$ cat config.mk
export PLATFORM = sky130hd
export DESIGN_NAME = sine_ref_dual_slope_sequencer
export DESIGN_NICKNAME = d
export VERILOG_FILES = /design/src/hdl/sine_ref_pkg.sv /design/src/hdl/sine_ref_dual_slope_sequencer.sv
export VERILOG_INCLUDE_DIRS = /design/src /design/src/hdl
export SDC_FILE = /design/constraint.sdc
export NUM_CORES = 1
export LEC_CHECK = 0
export BUFFER_PORTS_ARGS = -buffer_cell sky130_fd_sc_hd__buf_2
export CAP_MARGIN = 20
export CORE_AREA = 2 2 223 225
export DETAILED_ROUTE_END_ITERATION = 8
export DIE_AREA = 0 0 225 227
export PLACE_DENSITY = 0.47
export SLEW_MARGIN = 20
export SYNTH_ARGS = -nofsm -noshare
export SYNTH_HDL_FRONTEND = slang
export SYNTH_SLANG_ARGS = --single-unit
$ cat constraint.sdc
create_clock -name clk -period 23.5 [get_ports clk]
set_input_delay 3.525 -clock clk [delete_from_list [all_inputs] [get_ports clk]]
set_output_delay 3.525 -clock clk [all_outputs]
set_load 0.02 [all_outputs]
$ cat src/hdl/sine_ref_defines.svh
`ifndef SINE_REF_DEFINES_SVH
`define SINE_REF_DEFINES_SVH

// Clock rate
`define CLK_MHZ 25

// Integration target times
`define FAST_TIME_US 4000
`define MED_TIME_US 16700
`define SLOW_TIME_US 100000

// Register offsets
`define REG_CTRL 8'h00
`define REG_DIVIDE 8'h04
`define REG_FACTOR 8'h08
`define REG_STATUS 8'h0C
`define REG_RESULT 8'h10

// Control fields
`define CTRL_RATE_LSB 0
`define CTRL_QUICK_BIT 2
`define CTRL_START_BIT 8

// Status fields
`define STAT_BUSY_BIT 0
`define STAT_READY_BIT 1
`define STAT_DONE_BIT 2
`define STAT_IDX_LSB 4
`define STAT_PHASE_LSB 8

// Reset values and limits
`define DIVIDE_RESET 16'h0186
`define FACTOR_RESET 5'h04
`define FACTOR_MIN 5'h01
`define FACTOR_MAX 5'h18

// Conversions per acquisition
`define CONV_NORMAL 3'h6
`define CONV_QUICK 3'h5
`define CONV_SLOW 4'h8

// Divider thresholds for sync spacing and filter choice
`define LOW_FREQ_DIV 16'h0100
`define FILT_DIV_1 16'h0008
`define FILT_DIV_2 16'h0040
`define FILT_DIV_3 16'h0200

`endif

$ cat src/hdl/sine_ref_pkg.sv
package sine_ref_pkg;

  typedef enum logic [1:0] {
    RATE_FAST = 2'b00,
    RATE_MEDIUM = 2'b01,
    RATE_SLOW = 2'b10
  } rate_type;

  typedef enum logic [1:0] {
    S_IDLE = 2'b00,
    S_SYNC = 2'b01,
    S_INTEG = 2'b10,
    S_DEINT = 2'b11
  } state_type;

  typedef struct packed {
    logic quick;
    rate_type rate;
  } ctrl_type;

endpackage

$ cat src/hdl/sine_ref_dual_slope_sequencer.sv
// Operation
// - All timing comes from the one clock by counting and logic.
// - A 64f tick drives a six-bit divider chain down to the test frequency.
// - The divider bits address a 64-step sine table.
// - Each test table entry goes out as an eight-bit DAC word.
// - The smoothing filter setting follows the selected test frequency.
// - A reference table uses the same address, adding the phase to the top two bits for 90/180/270.
// - The reference word is the multiplying detector's digital control.
// - Integrate a controlled time, then deintegrate until zero-cross comparator fires.
// - The counter runs only during deintegration; its final count is the result.
// - Overrange during sampling starts deintegration at once, overlapping integration.
// - Each conversion waits for the sync tick: per period or per 1/32 period.
// - Fast rate integrates whole periods nearest 4 ms times the factor.
// - Medium rate integrates most whole periods not above 16.7 ms times factor.
// - Slow rate integrates most whole periods not above 100 ms.
// - Integration factor defaults to one, programmable from a quarter to six.
// - Fast and medium acquisitions run six conversions at 0, 90, 180 degrees.
// - Quick acquisition at fast or medium runs five conversions.
// - Slow acquisitions run eight conversions at 0, 90, 180, 270 degrees.
`timescale 1ns/1ns
`include "sine_ref_defines.svh"
module sine_ref_dual_slope_sequencer #(
  parameter int FAST_CYCLES = `FAST_TIME_US * `CLK_MHZ,
  parameter int MED_CYCLES = `MED_TIME_US * `CLK_MHZ,
  parameter int SLOW_CYCLES = `SLOW_TIME_US * `CLK_MHZ
) (
  // Clock and reset
  input wire logic clk,
  input wire logic reset_n,
  // Register port
  input wire logic [7:0] addr,
  input wire logic [31:0] wdata,
  input wire logic wr_stb,
  input wire logic rd_stb,
  output logic [31:0] rdata,
  // Converter comparators
  input wire logic zero_cross_compare_n,
  input wire logic integrator_overrange_n,
  // Generator and detector controls
  output logic [7:0] test_dac,
  output logic [7:0] ref_dac,
  output logic [1:0] filter_sel,
  output logic sync_count_clock,
  output logic integrate,
  output logic deintegrate
);

  // Offset-binary sine, quarter table mirrored over the period
  function automatic logic [7:0] sine_word(input logic [5:0] a);
    logic [4:0] q;
    logic [6:0] m;
    q = a[4] ? (5'h10 - {1'b0, a[3:0]}) : {1'b0, a[3:0]};
    unique case (q)
      5'h00: m = 7'h00;
      5'h01: m = 7'h0C;
      5'h02: m = 7'h19;
      5'h03: m = 7'h25;
      5'h04: m = 7'h31;
      5'h05: m = 7'h3C;
      5'h06: m = 7'h47;
      5'h07: m = 7'h51;
      5'h08: m = 7'h5A;
      5'h09: m = 7'h62;
      5'h0A: m = 7'h6A;
      5'h0B: m = 7'h70;
      5'h0C: m = 7'h75;
      5'h0D: m = 7'h7A;
      5'h0E: m = 7'h7D;
      5'h0F: m = 7'h7E;
      default: m = 7'h7F;
    endcase
    return a[5] ? (8'h80 - {1'b0, m}) : (8'h80 + {1'b0, m});
  endfunction

  // Quadrant shift done by adding the phase to the f and 2f bits, with a carry from 2f into f
  function automatic logic [5:0] shift_addr(input logic [5:0] a, input logic [1:0] ph);
    logic b4;
    logic b5;
    b4 = a[4] ^ ph[0];
    b5 = a[5] ^ ph[1] ^ (ph[0] & a[4]);
    return {b5, b4, a[3:0]};
  endfunction

  sine_ref_pkg::ctrl_type ctrl_ff;
  sine_ref_pkg::state_type state_ff;
  sine_ref_pkg::state_type nxt_state;
  logic [15:0] divide_ff;
  logic [4:0] factor_ff;
  logic [15:0] div_cnt_ff;
  logic [5:0] addr_ff;
  logic [7:0] test_dac_ff;
  logic [7:0] ref_dac_ff;
  logic [1:0] filter_sel_ff;
  logic sync_ff;
  logic integrate_ff;
  logic nxt_integrate;
  logic deintegrate_ff;
  logic nxt_deintegrate;
  logic [2:0] conv_idx_ff;
  logic [2:0] nxt_conv_idx;
  logic [5:0] per_cnt_ff;
  logic [31:0] elapsed_ff;
  logic [31:0] nxt_elapsed;
  logic [23:0] meas_cnt_ff;
  logic [23:0] nxt_meas_cnt;
  logic ready_ff;
  logic nxt_ready;
  logic done_ff;
  logic nxt_done;
  logic [31:0] rdata_ff;

  // Bus decode
  wire wr_ctrl = wr_stb && (addr == `REG_CTRL);
  wire wr_divide = wr_stb && (addr == `REG_DIVIDE);
  wire wr_factor = wr_stb && (addr == `REG_FACTOR);
  wire rd_result = rd_stb && (addr == `REG_RESULT);
  wire start_req = wr_ctrl && wdata[`CTRL_START_BIT];
  wire [4:0] factor_in = wdata[4:0];
  wire [4:0] factor_clamped = (factor_in < `FACTOR_MIN) ? `FACTOR_MIN :
                              (factor_in > `FACTOR_MAX) ? `FACTOR_MAX : factor_in;

  // Timebase: one 64f tick every divide+1 clocks
  wire tick64 = (div_cnt_ff == divide_ff);
  wire low_freq = (divide_ff >= `LOW_FREQ_DIV);
  // Long periods sync on every other step so the pause stays short
  wire sync_pulse = tick64 && (low_freq ? addr_ff[0] : (addr_ff == 6'h3F));
  wire [1:0] cur_phase = conv_idx_ff[2:1];
  wire [5:0] ref_addr = shift_addr(addr_ff, cur_phase);
  wire [1:0] nxt_filter = (divide_ff < `FILT_DIV_1) ? 2'h0 :
                          (divide_ff < `FILT_DIV_2) ? 2'h1 :
                          (divide_ff < `FILT_DIV_3) ? 2'h2 : 2'h3;

  // Conversions per acquisition
  wire is_slow = (ctrl_ff.rate == sine_ref_pkg::RATE_SLOW);
  wire [3:0] n_conv = is_slow ? `CONV_SLOW :
                      (ctrl_ff.quick ? {1'b0, `CONV_QUICK} : {1'b0, `CONV_NORMAL});
  wire last_conv = ({1'b0, conv_idx_ff} + 4'h1) == n_conv;

  // Integration window in quarter-cycle units
  wire [31:0] p_cyc = {9'h000, 17'({1'b0, divide_ff} + 17'h00001), 6'h00};
  wire [31:0] base_cyc = is_slow ? 32'(SLOW_CYCLES) :
                         ((ctrl_ff.rate == sine_ref_pkg::RATE_MEDIUM) ? 32'(MED_CYCLES) : 32'(FAST_CYCLES));
  wire [31:0] eff_factor = is_slow ? {27'h0, `FACTOR_RESET} : {27'h0, factor_ff};
  wire [31:0] target4 = base_cyc * eff_factor;
  wire [31:0] e_new = elapsed_ff + p_cyc;
  wire floor_stop = ((e_new + p_cyc) << 2) > target4;
  wire near_stop = (((e_new << 1) + p_cyc) << 2) > (target4 << 1);
  wire period_end = tick64 && (per_cnt_ff == 6'h3F);
  wire stop_integ = period_end && ((ctrl_ff.rate == sine_ref_pkg::RATE_FAST) ? near_stop : floor_stop);
  wire overrange = !integrator_overrange_n;
  wire zero_hit = !zero_cross_compare_n;

  // Register read mux
  wire [31:0] status_word = ({31'h0, state_ff != sine_ref_pkg::S_IDLE} << `STAT_BUSY_BIT) |
                            ({31'h0, ready_ff} << `STAT_READY_BIT) |
                            ({31'h0, done_ff} << `STAT_DONE_BIT) |
                            ({29'h0, conv_idx_ff} << `STAT_IDX_LSB) |
                            ({30'h0, cur_phase} << `STAT_PHASE_LSB);
  wire [31:0] ctrl_word = {29'h0, ctrl_ff.quick, ctrl_ff.rate};
  wire [31:0] read_mux = (addr == `REG_CTRL) ? ctrl_word :
                         (addr == `REG_DIVIDE) ? {16'h0000, divide_ff} :
                         (addr == `REG_FACTOR) ? {27'h0, factor_ff} :
                         (addr == `REG_STATUS) ? status_word :
                         (addr == `REG_RESULT) ? {8'h00, meas_cnt_ff} : 32'h0;

  // Sequencer
  always_comb begin
    nxt_state = state_ff;
    nxt_integrate = integrate_ff;
    nxt_deintegrate = deintegrate_ff;
    nxt_conv_idx = conv_idx_ff;
    nxt_elapsed = elapsed_ff;
    nxt_meas_cnt = meas_cnt_ff;
    // Result read clears ready, but a finishing conversion wins
    nxt_ready = ready_ff && !rd_result;
    nxt_done = done_ff;
    unique case (state_ff)
      sine_ref_pkg::S_IDLE: begin
        if (start_req) begin
          nxt_state = sine_ref_pkg::S_SYNC;
          nxt_conv_idx = 3'h0;
          nxt_done = 1'b0;
        end
      end
      sine_ref_pkg::S_SYNC: begin
        if (sync_pulse) begin
          nxt_state = sine_ref_pkg::S_INTEG;
          nxt_integrate = 1'b1;
          nxt_elapsed = 32'h0;
          nxt_ready = 1'b0;
        end
      end
      sine_ref_pkg::S_INTEG: begin
        if (period_end) begin
          nxt_elapsed = e_new;
        end
        if (deintegrate_ff) begin
          nxt_meas_cnt = meas_cnt_ff + 24'h000001;
        end else if (overrange || stop_integ) begin
          nxt_deintegrate = 1'b1;
          nxt_meas_cnt = 24'h000000;
        end
        if (stop_integ) begin
          nxt_integrate = 1'b0;
          nxt_state = sine_ref_pkg::S_DEINT;
        end
      end
      sine_ref_pkg::S_DEINT: begin
        if (zero_hit) begin
          nxt_deintegrate = 1'b0;
          nxt_ready = 1'b1;
          if (last_conv) begin
            nxt_state = sine_ref_pkg::S_IDLE;
            nxt_done = 1'b1;
          end else begin
            nxt_state = sine_ref_pkg::S_SYNC;
            nxt_conv_idx = conv_idx_ff + 3'h1;
          end
        end else begin
          nxt_meas_cnt = meas_cnt_ff + 24'h000001;
        end
      end
    endcase
  end

  always_ff @(posedge clk or negedge reset_n) begin
    if (!reset_n) begin
      ctrl_ff <= '{quick: 1'b0, rate: sine_ref_pkg::RATE_SLOW};
      divide_ff <= `DIVIDE_RESET;
      factor_ff <= `FACTOR_RESET;
    end else begin
      if (wr_ctrl) begin
        ctrl_ff.rate <= (wdata[1:0] == 2'h3) ? sine_ref_pkg::RATE_SLOW : sine_ref_pkg::rate_type'(wdata[1:0]);
        ctrl_ff.quick <= wdata[`CTRL_QUICK_BIT];
      end
      if (wr_divide) begin
        divide_ff <= wdata[15:0];
      end
      if (wr_factor) begin
        factor_ff <= factor_clamped;
      end
    end
  end

  always_ff @(posedge clk or negedge reset_n) begin
    if (!reset_n) begin
      div_cnt_ff <= 16'h0000;
      addr_ff <= 6'h00;
      per_cnt_ff <= 6'h00;
    end else begin
      div_cnt_ff <= tick64 ? 16'h0000 : div_cnt_ff + 16'h0001;
      if (tick64) begin
        addr_ff <= addr_ff + 6'h01;
      end
      if (state_ff != sine_ref_pkg::S_INTEG) begin
        per_cnt_ff <= 6'h00;
      end else if (tick64) begin
        per_cnt_ff <= per_cnt_ff + 6'h01;
      end
    end
  end

  always_ff @(posedge clk or negedge reset_n) begin
    if (!reset_n) begin
      test_dac_ff <= 8'h80;
      ref_dac_ff <= 8'h80;
      filter_sel_ff <= 2'h0;
      sync_ff <= 1'b0;
    end else begin
      test_dac_ff <= sine_word(addr_ff);
      ref_dac_ff <= sine_word(ref_addr);
      filter_sel_ff <= nxt_filter;
      sync_ff <= sync_pulse;
    end
  end

  always_ff @(posedge clk or negedge reset_n) begin
    if (!reset_n) begin
      state_ff <= sine_ref_pkg::S_IDLE;
      integrate_ff <= 1'b0;
      deintegrate_ff <= 1'b0;
      conv_idx_ff <= 3'h0;
      elapsed_ff <= 32'h0;
      meas_cnt_ff <= 24'h000000;
      ready_ff <= 1'b0;
      done_ff <= 1'b0;
      rdata_ff <= 32'h0;
    end else begin
      state_ff <= nxt_state;
      integrate_ff <= nxt_integrate;
      deintegrate_ff <= nxt_deintegrate;
      conv_idx_ff <= nxt_conv_idx;
      elapsed_ff <= nxt_elapsed;
      meas_cnt_ff <= nxt_meas_cnt;
      ready_ff <= nxt_ready;
      done_ff <= nxt_done;
      rdata_ff <= rd_stb ? read_mux : 32'h0;
    end
  end

  assign rdata = rdata_ff;
  assign test_dac = test_dac_ff;
  assign ref_dac = ref_dac_ff;
  assign filter_sel = filter_sel_ff;
  assign sync_count_clock = sync_ff;
  assign integrate = integrate_ff;
  assign deintegrate = deintegrate_ff;
endmodule

# [After elaboration in Yosys (flattened, before gate mapping)]
# Memory sizes are Yosys's and may differ from the RTL's.
# Cells that the tools add are included.
[word_totals] elab_cells=164 mem_count=2 out_inout_bits=53 latchBits=0 mem_bits_rw=0 ff_bits=160 rom_bits=224
[mem_list] memory="(name not given)" words=16 word_bits=7 read_ports=1 rd_ports_with_merged_regs=0 wr=0 line="sine_ref_dual_slope_sequencer.sv:53" text="unique case (q)"
[mem_list] memory="(name not given)" words=16 word_bits=7 read_ports=1 rd_ports_with_merged_regs=0 wr=0 line="sine_ref_dual_slope_sequencer.sv:53"
[classes] eq_ne=24 n_mux=59 reduce_logical=27 bitwise=8 mul=1 div=0 magnitude_cmp=8 shifts=0 n_addsub=15
[ops] operator="24-bit two-way mux" n=9
[ops] operator="32-bit two-way mux" n=2
[ops] operator="32-bit case mux with 2 select lines" n=1
[ops] operator="30-bit by 23-bit adder with 30-bit output" n=2
[ops] operator="24-bit case mux with 2 select lines" n=1
[ops] operator="32-bit by 23-bit adder with 32-bit output" n=1
[ops] operator="32-bit by 27-bit > comparator with 1-bit output" n=1
[ops] operator="32-bit by 28-bit > comparator with 1-bit output" n=1
[ops] operator="22-bit by 5-bit multiplier with 27-bit output" n=1
[ops] operator="5-bit two-way mux" n=5
[ops] operator="24-bit by 1-bit adder with 24-bit output, second input constant" n=1
[ops] operator="22-bit two-way mux" n=1
[ops] operator="19-bit two-way mux" n=1
[ops] operator="2-bit inequality test, second input constant" n=9
[ops] operator="16-bit by 1-bit adder with 17-bit output, second input constant" n=1
[ops] operator="16-bit by 1-bit adder with 16-bit output, second input constant" n=1
[ops] operator="8-bit by 7-bit adder with 8-bit output, first input constant" n=2
[ops] operator="16-bit == test" n=1
[ops] operator="8-bit by 4-bit == test with 1-bit output, second input constant" n=2
[ops] operator="16-bit by 9-bit >= comparator with 1-bit output, second input constant" n=1
[ops] operator="16-bit by 10-bit < comparator with 1-bit output, second input constant" n=1
[ops] operator="16-bit by 4-bit < comparator with 1-bit output, second input constant" n=1
[ops] operator="16-bit by 7-bit < comparator with 1-bit output, second input constant" n=1
[ops] operator="16-bit two-way mux" n=1
[ops] operator="other kinds (39)" n=94

# [Depth between registers and ports, before layout]
[logic_depth] ltp_word=11 depth_mapped=36 depth_no_buf=34

# [Worst setup path before layout]
# OpenSTA, ideal clock, no wires.
[synth_path] path_type="register -> register" startpoint="register ctrl_ff[1] (netlist name)" endpoint="register meas_cnt_ff[0]" path_buffers=2 t_required_ns=23.375 slack_ns=15.659 setup_time_ns=0.125 t_arrival_ns=7.716 path_stages_with_launch=34 cell_sequence="dfstp_2 ha_1 clkbuf_1 nand2b_1 inv_1 and2_1 clkbuf_1 xor2_1 ha_1 or2_2 fa_1 inv_1 fa_1 inv_1 ha_1 or3_1 o211ai_1 a311oi_1 o21a_1 o21a_1 o41a_1 a311o_1 xnor2_1 ha_1 nand3_1 nor2_1 nand4_1 nor2_1 nand4_1 a21o_1 a311o_1 o311a_4 o31ai_4 mux2_2"
[synth_via] elab_chain_cells=10 word_cells_on_any_way=14
[synth_lines] item="start: declaration" line="sine_ref_dual_slope_sequencer.sv:84" text="sine_ref_pkg::ctrl_type ctrl_ff;"
[synth_lines] item="start signal: assignment" line="sine_ref_dual_slope_sequencer.sv:228" text="ctrl_ff <= '{quick: 1'b0, rate: sine_ref_pkg::RATE_SLOW};"
[synth_lines] item="2-bit by 1-bit == test with 1-bit output" line="sine_ref_dual_slope_sequencer.sv:142" text="((ctrl_ff.rate == sine_ref_pkg::RATE_MEDIUM) ? 32'(MED_CYCLES) : 32'(FAST_CYCLES));"
[synth_lines] item="19-bit two-way mux" line="sine_ref_dual_slope_sequencer.sv:142"
[synth_lines] item="22-bit two-way mux" line="sine_ref_dual_slope_sequencer.sv:141" text="wire [31:0] base_cyc = is_slow ? 32'(SLOW_CYCLES) :"
[synth_lines] item="22-bit by 5-bit multiplier with 27-bit output" line="sine_ref_dual_slope_sequencer.sv:144" text="wire [31:0] target4 = base_cyc * eff_factor;"
[synth_lines] item="32-bit by 27-bit > comparator with 1-bit output / 32-bit by 28-bit > comparator with 1-bit output (equally long branches)" line="sine_ref_dual_slope_sequencer.sv:146, sine_ref_dual_slope_sequencer.sv:147"
[synth_lines] item="1-bit two-way mux *" line="sine_ref_dual_slope_sequencer.sv:149" text="wire stop_integ = period_end && ((ctrl_ff.rate == sine_ref_pkg::RATE_FAST) ? near_stop : floor_stop);"
[synth_lines] item="1-bit logical AND *" line="sine_ref_dual_slope_sequencer.sv:149"
[synth_lines] item="1-bit logical OR *" line="sine_ref_dual_slope_sequencer.sv:199" text="end else if (overrange || stop_integ) begin"
[synth_lines] item="3-bit inequality test (no line) *"
[synth_lines] item="3-bit AND reduction (no line) *"
[synth_lines] item="end signal: assignment" line="sine_ref_dual_slope_sequencer.sv:294" text="meas_cnt_ff <= nxt_meas_cnt;"
[synth_lines] item="end: declaration" line="sine_ref_dual_slope_sequencer.sv:104" text="logic [23:0] meas_cnt_ff;"
# Mark *: on every way between the ends. The rest lies on a longest branch, timed or not.
# A chain may end at the register's enable or synchronous reset.

# [Worst setup path after layout]
[layout_path] startpoint="register ctrl_ff[0] (netlist name)" endpoint="register meas_cnt_ff[8]"
# Same word-level chain as after synthesis.

==> reports/metrics.csv <==
stage,metric,value,unit
cells_and_area,layout_common_cells,"ha_1, dfrtp_1, nand2_1",
clocking,cts_resized,0,
worst_setup_path,reg2reg_from,ctrl_ff[0]$_DFFE_PN0P_,
synth,synthAdderAreaFrac,19.5,%
synth,ys_seq_elements,152,
placement,dp.cells,2298,
worst_setup_path,critical_path.startpoint,ctrl_ff[0]$_DFFE_PN0P_,
timing,skew,13.9,ps
synth,ys.flop_type,dfrtp_1,
min_path,hold_class,reg2reg,
worst_setup_path,max_stage_delay,810,ps
worst_setup_path,cp_common_cell,inv_1,
die,fp.dieArea,51100,um^2
cells_and_area,final_common_cell,ha_1,
clocking,cts_root_buf,clkbuf_16,
synth,yosys.area_share.simple,18.4,%
synth,ys_seq_area_share,26.5,%
power,ir_worst_vdd,0.0518,mV
clocking,clk_pin_slew,60,ps
worst_setup_path,cpMaxStageDelayCell,o311ai_4,
routing,wirelength,39.1,mm
worst_setup_path,crit_fanout,32,
timing,finalSetupTns,0,ps
cells_and_area,fillers,4988,
cells_and_area,final_layout_size_suffix_gt1_share,10.7,%
synth,synth_top_family_by_area,adder cells,
die,num_rows,81,
power,finalPower,1.28,mW
synth,netlist.area_leader.share,25.0,%
worst_setup_path,cp-start-kind,flop,
synth,async_reset_ff_share,100,%
placement,port-buffer-count,74,
worst_setup_path,reg2reg_to,meas_cnt_ff[8]$_DFFE_PN0P_,
timing,hold_violations,0,
clocking,cts.sinks,152,
placement,dp_hpwl,30.4,mm
clocking,insertion_delay,440,ps
worst_setup_path,worstSetupEndpoint,meas_cnt_ff[8]$_DFFE_PN0P_,
routing,drc_errors,0,
die,die_h,227,um
clocking,cts_buffers,17,
global_routing,grt-ovfl-total,0,
synth,synthCells,1646,
cells_and_area,fin_util,33.0,%
die,fp.dieW,225,um
clocking,hold_buffers,0,
synth,syn_area,14400,um^2
timing,holdWs,478,ps
synth,synth-xor-area-share,8.69,%
synth,yosys_warnings,0,
routing,first_iter_violations,529,
cells_and_area,nNetsFinal,1944,
routing,ant_nets,0,
power,powerDensity,79.5,nW/um^2
routing,viasPerCell,5.08,
timing,worst_pin_slew,931,ps
routing,vias,11800,
clocking,cts_tree,built,
routing,routedWlPerCell,16.8,um
cells_and_area,instances_no_fill,2329,
timing,finalMaxSlewViolations,0,
synth,synth.area.mux_share,2.64,%
cells_and_area,ff_latch_area,3810,um^2
die,fp.coreArea,48500,um^2
cells_and_area,multi_input_area,9920,um^2
timing,slew_headroom,37.9,%
timing,period_share,40.6,%
timing,min_period,9540,ps
clocking,cts-htree-levels,4,
die,start_util,29.7,%
worst_setup_path,required,23780,ps
die,io-pin-count,99,
min_path,min-delay-start,elapsed_ff[10]$_DFFE_PN0P_,
synth,synthTopCellsByArea,"dfrtp_1, ha_1, xnor2_1",
cells_and_area,syn2layout_area_growth,11.2,%
power,p_leak,7.76,nW
global_routing,antenna_found_initial,3,
routing,firstDrtPassIters,5,
timing,timing.fmax,105,MHz
worst_setup_path,worstRegToRegCells,34,
synth,synth_compound_area_share,19.1,%
synth,synth.distinct_cells,82,
worst_setup_path,crit_path_end_kind,flop,
synth,synth_edf_count,0,
timing,rsz0062_at_grt,no,
worst_setup_path,crit_type,reg2reg,
timing,setup_viol_count_final,0,
global_routing,grt_pass1_vias,11700,
worst_setup_path,cp.arrival,9820,ps
worst_setup_path,r2r_slack,13960,ps
synth,yosysTopAreaCell,dfrtp_1,
clocking,cts_buffer_depth,2,
cells_and_area,diodes,0,
global_routing,track_usage,15.6,%
synth,syn_area_per_cell,8.76,um^2
flow_run,maxCapViolCount,0,
outcome,status,"complete, no violations",
placement,gp_congestion,0.836,
global_routing,grt_pass1_wl,63.3,mm
clocking,post_cts_buffers,0,
global_routing,grt_max_degree,84,
==> flip-flops by register name, indices dropped and copies added (netlist names) <==
signal and cells:
filter_sel 2, conv_idx_ff 3, ready_ff 1, meas_cnt_ff 24, rdata 24, integrate 1, ref_dac 8, addr_ff 6
ctrl_ff 3, per_cnt_ff 6, state_ff 2, done_ff 1, factor_ff 5, test_dac 8, deintegrate 1, divide_ff 16
div_cnt_ff 16, elapsed_ff 24, sync_count_clock 1
==> synthesized netlist by cell type (13+ instances only) <==
master / instances
or3_1: 23
a21oi_1: 81
nor2_1: 116
xor2_1: 48
a21o_1: 32
fa_1: 36
nor2b_1: 23
nor3_1: 35
o21ai_0: 73
nand2_1: 127
and3_1: 24
ha_1: 167
xnor2_1: 95
o31ai_1: 19
mux2_2: 23
o21a_1: 22
or2_2: 24
a211oi_1: 13
nand2b_1: 29
dfrtp_1: 144
a22oi_1: 19
nand3_1: 56
clkbuf_1: 55
inv_1: 118
o311ai_1: 22
o2bb2ai_1: 16
and2_1: 19
nand4_1: 26
==> cells by family (layout without fill, tap and decap cells) <==
kind of cell             after synthesis  in the layout
XOR/XNOR                             143            143
multiplexers                          35             35
adder cells (fa/ha/maj)              203            203
buffers and inverters                188            233
flip-flops                           152            152
AND/OR/NAND/NOR                      530            530
AO/OA/AOI/OAI                        393            393
other                                  2             18
==> routing by layer <==
metal  global-route usage [%]  part of all wire (%)  up-vias
met2                     26.0                    47      166
met4                     5.04                   2.1        6
met3                     2.35                   3.0       46
met1                     20.7                    48     5696
li1                         -                     -     5917
met5                        0                 0.082        -
==> report_power, final <==
group          leakage (nW)  internal [mW]  switching [mW]
Sequential             2.01          0.301          0.0410
Clock                 0.310          0.178           0.114
Combinational          5.44          0.244           0.398
Total                  7.76          0.723           0.553
==> area by class of cell <==
class	instances	share of cell area (%)
clock buffer	21	3.00
clock inverter	10	0.874
inverter	118	2.76
multi-input combinational	1322	61.9
sequential	152	23.8
tap	622	4.86
timing repair buffer	84	2.82
==> worst min-delay path by stage <==
stage	cells past startpoint	slack (ps)	end
finish	2	480	elapsed_ff[10]$_DFFE_PN0P_
global route	2	500	elapsed_ff[13]$_DFFE_PN0P_
CTS	2	480	elapsed_ff[15]$_DFFE_PN0P_
detailed placement	2	470	elapsed_ff[11]$_DFFE_PN0P_
global placement	2	460	elapsed_ff[15]$_DFFE_PN0P_
floorplan	2	450	elapsed_ff[10]$_DFFE_PN0P_
==> metrics by stage <==
step                setup slack, ps  cell area (um^2)
finish                        13960             16000
global route                  13340             16000
CTS                           13980             16000
detailed placement            14020             15400
global placement              14060             15400
floorplan                     15660             14500
==> critical path, delay by kind of cell, from the launching register on <==
kind | cells | cell delay, ps
AOI/OAI and AO/OA | 17 | 4820
xor gates and xnor gates | 1 | 280
adders and majority gates | 6 | 2380
buffers and inverters | 5 | 560
DFF | 1 | 470
and+or+nand+nor | 5 | 840
Note: power is estimated with default switching activity, not from simulation.
